==> src/common/swt_consts.svh <==
`ifndef SWT_CONSTS_SVH
`define SWT_CONSTS_SVH

// Timebase
`define SWT_CLK_MHZ        25
`define SWT_TICK_W         5
// Factory periods, ms
`define SWT_LONG_MS        1600
`define SWT_SHORT_MS       200
// Capacitor timing: standard us = 323 * pF / 100 + 381
`define SWT_STD_MUL_X100   323
`define SWT_STD_DIV        100
`define SWT_STD_OFS_US     381
// Capacitor timing: extended us = 774 * pF / 10 + 55 ms
`define SWT_EXT_MUL_X10    774
`define SWT_EXT_DIV        10
`define SWT_EXT_OFS_MS     55
// Undervoltage persistence and enable setup, us
`define SWT_GLITCH_US      6
`define SWT_SETUP_US       150
// Reset and fault hold delay, ms
`define SWT_RST_DELAY_MS   200
`define SWT_US_PER_MS      1000
// Widths
`define SWT_CNT_W          28
`define SWT_CAP_W          20
`define SWT_GL_W           8
`define SWT_SU_W           12
`define SWT_PROD_W         32

`endif

==> src/common/swt_pkg.sv <==
`include "swt_consts.svh"

package swt_pkg;

    typedef enum logic [1:0] {
        SWT_SEL_OPEN,
        SWT_SEL_PULLUP,
        SWT_SEL_CAP
    } swt_sel_t;

    typedef struct packed {
        logic [2:0]                en_s;
        logic [2:0]                kick_s;
        logic [1:0]                uv_s;
        logic [1:0]                sel_s0;
        logic [1:0]                sel_s1;
        logic [`SWT_CAP_W-1:0]     cap_s0;
        logic [`SWT_CAP_W-1:0]     cap_s1;
        swt_sel_t                  sel;
        logic [`SWT_CAP_W-1:0]     cap;
        logic [`SWT_TICK_W-1:0]    tick_cnt;
        logic [`SWT_GL_W-1:0]      uv_cnt;
        logic                      rst_active;
        logic [`SWT_CNT_W-1:0]     rst_cnt;
        logic [`SWT_SU_W-1:0]      setup_cnt;
        logic [`SWT_CNT_W-1:0]     wd_cnt;
        logic                      fault;
        logic [`SWT_CNT_W-1:0]     fault_cnt;
    } swt_state_t;

endpackage : swt_pkg

==> src/swt_watchdog.sv <==
// Function
// RULE1: Open pin 1600 ms, pulled high 200 ms.
// RULE2: Enable pin low disables watchdog, ignores kicks.
// RULE3: Capacitor timeout from constant-current charge time.
// RULE4: Standard variant: 3.23 ms/nF plus 0.381 ms.
// RULE5: Extended variant: 77.4 ms/nF plus 55 ms.
// RULE6: Capacitor timeout within 0.905 to 1.095 typical.
// RULE7: Host kicks before minimum timeout elapses.
// RULE8: Fault released when disabled, asserts on expiry.
// RULE9: Board uses capacitor from 100 pF to 1 uF.
// RULE10: Undervoltage must persist 6 us before reset.
// RULE11: Reset asserted disables watchdog, ignores kicks.
// RULE12: Only falling kick edges retrigger the timer.
// RULE13: Fault held for reset delay, then released.
// RULE14: Kicks ignored 150 us after enabling.
// RULE15: Counter on timebase, reloaded, latched terminal count.
`timescale 1ns/1ps

module swt_watchdog
    import swt_pkg::*;
#(
    parameter bit                    EXTENDED = 1'b0,
    parameter logic [`SWT_CNT_W-1:0] LONG_US  =
        `SWT_CNT_W'(`SWT_LONG_MS * `SWT_US_PER_MS),
    parameter logic [`SWT_CNT_W-1:0] SHORT_US =
        `SWT_CNT_W'(`SWT_SHORT_MS * `SWT_US_PER_MS),
    parameter logic [`SWT_CNT_W-1:0] RST_US   =
        `SWT_CNT_W'(`SWT_RST_DELAY_MS * `SWT_US_PER_MS)
) (
    input  wire logic                  clk,                 // 25 MHz clock
    input  wire logic                  nrst,                // Async reset
    input  wire logic                  watchdog_enable_pin, // High enables
    input  wire logic                  watchdog_kick_input, // Falling kicks
    input  wire logic [1:0]            timeout_select_pin,  // Strap kind
    input  wire logic [`SWT_CAP_W-1:0] timing_capacitor,    // Cap in pF
    input  wire logic                  undervoltage_detect, // Below thresh
    output logic                       watchdog_fault_out,  // Pin level
    output logic                       watchdog_fault_oe,   // Pulls low
    output logic                       reset_out,           // Pin level
    output logic                       reset_oe             // Pulls low
);

    localparam logic [`SWT_TICK_W-1:0] TICK_LAST =
        `SWT_TICK_W'(`SWT_CLK_MHZ - 1);
    localparam logic [`SWT_GL_W-1:0]   GL_CYC    =
        `SWT_GL_W'(`SWT_GLITCH_US * `SWT_CLK_MHZ);
    localparam logic [`SWT_SU_W-1:0]   SETUP_CYC =
        `SWT_SU_W'(`SWT_SETUP_US * `SWT_CLK_MHZ);

    swt_state_t s;
    swt_state_t next_s;

    logic                   tick;
    logic                   en;
    logic                   kick_fall;
    logic                   wd_run;
    logic                   kick_ok;
    logic [`SWT_CNT_W-1:0]  timeout;

    function automatic logic [`SWT_CNT_W-1:0] calc_timeout(
        input swt_sel_t              sel,
        input logic [`SWT_CAP_W-1:0] cap
    );
        logic [`SWT_PROD_W-1:0] prod;
        prod = '0;
        unique case (sel)
            SWT_SEL_PULLUP: calc_timeout = SHORT_US;              // [RULE1]
            SWT_SEL_CAP: begin
                // Typical charge time; digital timebase is exact [RULE6]
                if (EXTENDED) begin
                    prod = `SWT_PROD_W'(cap) * `SWT_EXT_MUL_X10;
                    calc_timeout = `SWT_CNT_W'(prod / `SWT_EXT_DIV
                        + `SWT_EXT_OFS_MS * `SWT_US_PER_MS);      // [RULE5]
                end else begin
                    prod = `SWT_PROD_W'(cap) * `SWT_STD_MUL_X100;
                    calc_timeout = `SWT_CNT_W'(prod / `SWT_STD_DIV
                        + `SWT_STD_OFS_US);                       // [RULE4]
                end
            end
            default: calc_timeout = LONG_US;                      // [RULE1]
        endcase
    endfunction : calc_timeout

    always_comb begin
        tick      = (s.tick_cnt == TICK_LAST);
        en        = s.en_s[1];
        kick_fall = s.kick_s[2] & ~s.kick_s[1];                   // [RULE12]
        wd_run    = en & ~s.rst_active;                   // [RULE2] [RULE11]
        kick_ok   = kick_fall & (s.setup_cnt == '0);              // [RULE14]
        timeout   = calc_timeout(s.sel, s.cap);           // [RULE3] [RULE15]
    end

    always_comb begin
        next_s        = s;
        next_s.en_s   = {s.en_s[1:0], watchdog_enable_pin};
        next_s.kick_s = {s.kick_s[1:0], watchdog_kick_input};
        next_s.uv_s   = {s.uv_s[0], undervoltage_detect};
        next_s.sel_s0 = timeout_select_pin;
        next_s.sel_s1 = s.sel_s0;
        next_s.cap_s0 = timing_capacitor;
        next_s.cap_s1 = s.cap_s0;
        next_s.tick_cnt = tick ? '0 : s.tick_cnt + 1'b1;

        // Undervoltage must persist before reset trips
        if (!s.uv_s[1]) begin
            next_s.uv_cnt = '0;                                   // [RULE10]
        end else if (s.uv_cnt != GL_CYC) begin
            next_s.uv_cnt = s.uv_cnt + 1'b1;
        end

        if (s.uv_s[1] && s.uv_cnt == GL_CYC) begin
            next_s.rst_active = 1'b1;                             // [RULE10]
            next_s.rst_cnt    = RST_US;
        end else if (s.rst_active && tick) begin
            if (s.rst_cnt == '0) begin
                // Strap evaluated each time the supply becomes valid
                next_s.rst_active = 1'b0;
                next_s.sel = (s.sel_s1 == 2'h1) ? SWT_SEL_PULLUP :
                             (s.sel_s1 == 2'h2) ? SWT_SEL_CAP :
                             SWT_SEL_OPEN;                        // [RULE15]
                next_s.cap = s.cap_s1;
            end else begin
                next_s.rst_cnt = s.rst_cnt - 1'b1;
            end
        end

        if (en && !s.en_s[2]) begin
            next_s.setup_cnt = SETUP_CYC;                         // [RULE14]
        end else if (s.setup_cnt != '0) begin
            next_s.setup_cnt = s.setup_cnt - 1'b1;
        end

        if (!wd_run) begin
            next_s.wd_cnt    = timeout;                   // [RULE2] [RULE11]
            next_s.fault     = 1'b0;                              // [RULE8]
            next_s.fault_cnt = '0;
        end else if (s.fault) begin
            if (tick) begin
                if (s.fault_cnt == '0) begin
                    next_s.fault  = 1'b0;                         // [RULE13]
                    next_s.wd_cnt = timeout;
                end else begin
                    next_s.fault_cnt = s.fault_cnt - 1'b1;
                end
            end
        end else if (kick_ok) begin
            next_s.wd_cnt = timeout;                              // [RULE15]
        end else if (tick) begin
            if (s.wd_cnt <= `SWT_CNT_W'(1)) begin
                next_s.fault     = 1'b1;                          // [RULE8]
                next_s.fault_cnt = RST_US - 1'b1;                 // [RULE13]
            end else begin
                next_s.wd_cnt = s.wd_cnt - 1'b1;
            end
        end
    end

    always_ff @(posedge clk or negedge nrst) begin
        if (!nrst) begin
            s            <= '0;
            s.rst_active <= 1'b1;
            s.sel        <= SWT_SEL_OPEN;
        end else begin
            s <= next_s;
        end
    end

    assign watchdog_fault_out = 1'b0;
    assign watchdog_fault_oe  = s.fault;
    assign reset_out          = 1'b0;
    assign reset_oe           = s.rst_active;
endmodule : swt_watchdog

==> config.mk <==
export PLATFORM = sky130hd
export DESIGN_NAME = swt_watchdog
export DESIGN_NICKNAME = d
export VERILOG_FILES = /design/src/common/swt_pkg.sv /design/src/swt_watchdog.sv
export VERILOG_INCLUDE_DIRS = /design/src /design/src/common
export SDC_FILE = /design/constraint.sdc
export NUM_CORES = 1
export LEC_CHECK = 0
export ABC_AREA = 1
export BUFFER_PORTS_ARGS = -buffer_cell sky130_fd_sc_hd__buf_2
export CAP_MARGIN = 20
export CELL_PAD_IN_SITES_DETAIL_PLACEMENT = 1
export CELL_PAD_IN_SITES_GLOBAL_PLACEMENT = 1
export CORE_MARGIN = 1.5
export CORE_UTILIZATION = 52
export DETAILED_ROUTE_END_ITERATION = 8
export PLACE_DENSITY_LB_ADDON = 0.25
export SETUP_SLACK_MARGIN = 0.5
export SKIP_CTS_REPAIR_TIMING = 1
export SYNTH_ARGS = -nofsm -noshare
export SYNTH_HDL_FRONTEND = slang
export SYNTH_SLANG_ARGS = --single-unit
==> constraint.sdc <==
create_clock -name clk -period 34.2 [get_ports clk]
set_clock_uncertainty 0.15 [all_clocks]
set_input_delay 5.13 -clock clk [delete_from_list [all_inputs] [get_ports clk]]
set_output_delay 5.13 -clock clk [all_outputs]
set_load 0.02 [all_outputs]
-- Word-level counts from Yosys, hierarchy flattened
Index checks and enable logic that the tools add are counted.
- add/subtract/negate cells: 7
- multiply operators: 1
- div/mod/pow operators: 1
- order comparisons: 1
- eq/ne operators: 17
- shifts and indexed selects: 0
- multiplexer cells: 22
- bitwise gates (word level): 6
- reductions and logical operators: 16
- operators by type and width (cell ; number):
    2-to-1 mux 57 bit ; 4
    2-to-1 mux 29 bit ; 5
    2-to-1 mux 28 bit ; 4
    subtractor 28 x 1 -> 28 bit, second input constant ; 3
    zero test 28 bit ; 2
    case mux 28 bit (2 select lines) ; 1
    divider 29 x 7 -> 32 bit, second input constant ; 1
    multiplier 20 x 9 -> 29 bit, second input constant ; 1
    adder 28 x 9 -> 28 bit, second input constant ; 1
    less-or-equal comparator 28 x 1 -> 1 bit, second input constant ; 1
    2-to-1 mux 12 bit ; 2
    2-to-1 mux 8 bit ; 2
    zero test 12 bit ; 1
    nonzero test 12 bit ; 1
    subtractor 12 x 1 -> 12 bit, second input constant ; 1
    != test 3 x 2 -> 1 bit, second input constant ; 3
    != test 3 bit, second input constant ; 3
    adder 8 x 1 -> 8 bit, second input constant ; 1
    equality test 8 bit, second input constant ; 1
    != test 8 bit, second input constant ; 1
    AND reduction 4 bit ; 2
    nonzero test 2 bit ; 3
    adder 5 x 1 -> 5 bit, second input constant ; 1
    equality test 5 bit, second input constant ; 1
    other kinds (14) ; 25
- register bits after elaboration: 185
- bits in latches: 0
- RAM bits: 0
- bits in read-only memories: 0
- input bits: 27
- output and inout port bits: 4
- logic and storage cells: 88
- memories: 0

-- Longest topological paths before layout
- word-level depth: 8
- depth in mapped cells: 148
- mapped depth without buffers: 148

-- Worst setup path before layout
No wires, ideal clock.
- kind: flip-flop to flip-flop
- from: register s[114] in the netlist's numbering
- to: register s[49] in the netlist's numbering
- setup time: 0.082 ns
- data arrival time: 13.330 ns
- data required time: 33.968 ns
- slack: 20.637 ns
- cell stages (with the launch flop): 133
- path buffers: 0
- period minus slack after synthesis: 13.563 ns
- path through: dfrtp_1 ha_1 ha_1 fa_1 inv_1 fa_1 inv_1 ha_1 nand2_1 inv_1 nand2_1 nand2_1 inv_1 nand2_1 nand2_1 nand3_1 nand2_1 nand2_4 (+97 left out) nor2_1 a21oi_1 nand2_1 nand2_2 ha_1 inv_1 nand3_1 nor2_1 nor2_1 nor2_1 nor2_1 nand2_1 inv_1 nand3_1 xor2_1 o221ai_1 inv_1 o22ai_1
- cells in the longest elaborated chain, start to end: 8
- elaborated cells on any way between the ends: 9
- classes of those cells: add/sub (1); mul (1); div (1); mux (6)
- RTL lines (element ; RTL line ; RTL):
    start, declared ; swt_watchdog.sv:50 ; swt_state_t s;
    start signal, assigned ; swt_watchdog.sv:164 ; s <= next_s;
    multiplier 20 x 9 -> 29 bit (no source line) * ; -- ;
    divider 29 x 7 -> 32 bit (no source line) * ; -- ;
    adder 28 x 9 -> 28 bit (no source line) * ; -- ;
    case mux 28 bit (2 select lines) * ; swt_watchdog.sv:66 ; unique case (sel)
    2-to-1 mux 29 bit ; swt_watchdog.sv:139 ; if (s.fault_cnt == '0) begin
    2-to-1 mux 57 bit ; swt_watchdog.sv:138 ; if (tick) begin
    2-to-1 mux 57 bit ; swt_watchdog.sv:137 ; end else if (s.fault) begin
    2-to-1 mux 57 bit * ; swt_watchdog.sv:133 ; if (!wd_run) begin
Mark *: on every way between the ends. The rest lies on a longest branch, timed or not. The select of a mux whose other input is x is not followed.
A chain may end at the register's enable or synchronous reset.

-- Final worst setup path
Ends and elaborated chain as after synthesis.

==> run_results.csv <==
group,metric,value,unit
die,die_h,181,um
min_path,min_path_type,"reg -> reg",
power,finalPower,0.517,mW
place,placed_cells,2679,
synthesis,yosys.cell_types.count,60,
drt,first_pass_iters,7,
drt,drc,0,
critical_path,path_common_cell,"nand2_2",
die,design.die.area,0.0326,mm^2
synthesis,ys_ff_latch,185,
final_layout,area_delta_synth_final,7.74,%
synthesis,synth_area,0.0164,mm^2
final_layout,multiInputGateArea,0.0102,mm^2
final_layout,num_antenna_cells,0,
drt,detail-route-antenna-nets,0,
global_route,globalRouteOverflowTotal,0,
critical_path,critPathArrivalTime,16.72,ns
global_route,grt_max_degree,72,
die,fp.coreArea,0.0308,mm^2
die,num_rows,64,
synthesis,ys_warn_count,0,
synthesis,synth_compound_area_share,9.56,%
synthesis,synth-xor-area-share,3.15,%
final_layout,final_util,57.3,%
critical_path,critPathCaptureType,"register",
global_route,antenna_found_initial,0,
die,ios,31,
sta,finalHoldViolations,0,
synthesis,synth_adder_area_share,13.3,%
critical_path,crit_slowest_cell,"fa_1",
synthesis,async_flop_share,100,%
critical_path,cp.required,34.37,ns
clock_network,h-tree-depth,4,
global_route,grt_pass1_vias,16900,
drt,drt_iter0_drc,817,
critical_path,slowest_delay,0.55,ns
sta,min_period,16.55,ns
final_layout,final_layout_size_suffix_gt1_share,13.5,%
synthesis,synth_top_family_by_area,"simple AND/OR/NAND/NOR gates",
critical_path,critPathMaxFanout,9,
synthesis,yosysSeqAreaShare,28.2,%
sta,holdWs,0.194,ns
place,io_buffers,28,
clock_network,cts_buffers,17,
sta,setup_viol,0,
place,hpwlAfterDp,37.7,mm
drt,wl_per_cell,18.7,um
sta,period_share,48.4,%
sta,slew_headroom,30.4,%
synthesis,ys.flop_type,"dfrtp_1",
sta,tightest_slew,1.04,ns
sta,fin_setup_tns,0,ns
final_layout,seqCellArea,0.00463,mm^2
clock_network,clk_latency,0.46,ns
die,die_w,181,um
power,power_density,29.3,mW/mm^2
clock_network,cts.path.max_buffers,2,
sta,drv_slew,0,
clock_network,cts-root-buf,"clkbuf_16",
critical_path,critPathKind,"reg -> reg",
global_route,grt.total_usage,31.9,%
critical_path,crit_path_start_kind,"register",
clock_network,cts.sink_count,185,
final_layout,final_cells,2713,
clock_network,tritoncts,"built",
die,initial_utilization,53.2,%
status,outcome,"completed",
drt,vias,15500,
job,maxCapViolCount,0,
drt,totalWireLength,50.6,mm
synthesis,synth_mux_area_share,1.37,%
place,gp_congestion,0.875,
drt,vias_per_cell,5.71,
synthesis,yosys.area_share.simple,34.7,%
sta,rsz0062_at_grt,"false",
power,vdd_drop_max,34.5,uV
synthesis,synth_area_per_cell,7.24,um^2
final_layout,fillers,3986,
final_layout,nNetsFinal,2488,
synthesis,syn_inst,2266,
global_route,grt_pass1_wl,84.7,mm
sta,max_freq,60.4,MHz
clock_network,clkTransAtPathRegs,0.09,ns
power,leakagePower,10.2,nW
synthesis,synth-edff-count,0,
[power by group]
group | total, mW | switching [mW] | internal (mW)
clock | 0.216 | 0.108 | 0.108
combinational | 0.0595 | 0.0395 | 0.0199
sequential | 0.242 | 0.0110 | 0.231
[per-stage QoR]
stage	instance area [um^2]	worst slack (ns)
global route	17700	16.14
CTS	17600	17.69
detailed placement	17000	17.81
floorplan	16400	20.64
global placement	17000	18.62
finish	17700	17.65
[cells in the mapped netlist (9+ instances only)]
| cell | count | area, um^2 |
|---|---|---|
| ha_1 | 129 | 1610 |
| nor4_1 | 14 | 87.6 |
| nand2_2 | 88 | 551 |
| inv_1 | 365 | 1370 |
| nor2_1 | 222 | 833 |
| o21ai_1 | 30 | 150 |
| clkinv_1 | 10 | 37.5 |
| nand3_2 | 16 | 160 |
| nand2_4 | 44 | 495 |
| xnor2_1 | 15 | 131 |
| nand2_1 | 453 | 1700 |
| nand4_1 | 46 | 288 |
| xor2_1 | 44 | 385 |
| clkbuf_1 | 11 | 41.3 |
| nand3_1 | 164 | 821 |
| nor2_2 | 17 | 106 |
| nand4_2 | 12 | 150 |
| nor3_1 | 38 | 190 |
| mux2_2 | 20 | 225 |
| nor2_4 | 9 | 101 |
| a21oi_1 | 92 | 460 |
| o21ai_0 | 98 | 490 |
| inv_2 | 28 | 105 |
| dfrtp_1 | 184 | 4600 |
| fa_1 | 28 | 561 |
[cell type report]
cell class                      instances  share of cell area [%]
Clock buffer                           17                    2.41
Clock inverter                         15                    1.19
Inverter                              405                    8.63
Multi-Input combinational cell       1662                    57.6
Sequential cell                       185                    26.2
Tap cell                              396                    2.80
Timing Repair Buffer                   33                    1.15
[critical path: cells and delay by family, from the launching register on]
kind | cells | cell delay (ns)
simple gates | 110 | 11.90
fa+ha+maj | 6 | 2.37
buf+inv | 7 | 0.55
flops | 1 | 0.51
compound gates | 5 | 0.51
xor+xnor | 1 | 0.33
[cells in the final DEF (no fill, tap or decap), types with 6 or more instances in the layout]
cell         n
nor4_1      14
o21ai_1     30
buf_2       28
o31ai_1      6
o22ai_1      6
clkinv_1    10
nand4_1     46
nand3_1    164
a22oi_1      7
nor3_1      38
ha_1       129
mux2_2      20
clkbuf_16   17
xor2_1      44
dfrtp_1    184
o21ai_0     98
inv_1      365
a21oi_1     92
nor2_4       9
a31oi_1      7
nand4_2     12
inv_2       28
nor2_2      17
nor2_1     222
nand2_1    453
xnor2_1     15
nand2_4     44
o211ai_1     7
fa_1        28
nand2_2     88
nand3_2     16
[logic make-up (layout without fill, tap and decap cells)]
| family | count (synthesis) | in the layout |
|---|---|---|
| mux | 20 | 20 |
| compound gates | 280 | 280 |
| other cells | 1 | 2 |
| xor+xnor | 59 | 59 |
| flops | 185 | 185 |
| simple gates | 1144 | 1144 |
| buf+inv | 420 | 470 |
| fa+ha+maj | 157 | 157 |
[sequential cells by signal, summed over array words and instances, names as in the netlist]
signal / flops
s: 156
next_s: 26
en: 1
reset_oe: 1
watchdog_fault_oe: 1
[final timing paths]
| path | startpoint | end | slack (ns) | depth (start not counted) |
|---|---|---|---|---|
| worst min register to register | next_s[144]$_DFF_PN0_ | s[144]$_DFF_PN0_ | 0.19 | 0 |
| max in group asynchronous | nrst | s[140]$_DFF_PN0_ | 27.36 | 3 |
| min in group asynchronous | nrst | s[46]$_DFFE_PN0P_ | 4.49 | 1 |
| worst min-delay path | next_s[144]$_DFF_PN0_ | s[144]$_DFF_PN0_ | 0.19 | 0 |
| worst max register to register | s[114]$_DFFE_PN0P_ | s[49]$_DFFE_PN0P_ | 17.65 | 129 |
| worst max-delay path | s[114]$_DFFE_PN0P_ | s[49]$_DFFE_PN0P_ | 17.65 | 129 |
[metal layers]
metal	share of wire (%)	vias to the layer above	global-route usage, %
met5	0	-	0
met4	3.6	0	13.5
li1	-	7382	-
met1	42	7625	37.9
met3	3.2	145	3.72
met2	51	338	58.2
Note: power is estimated with default switching activity, not from simulation.
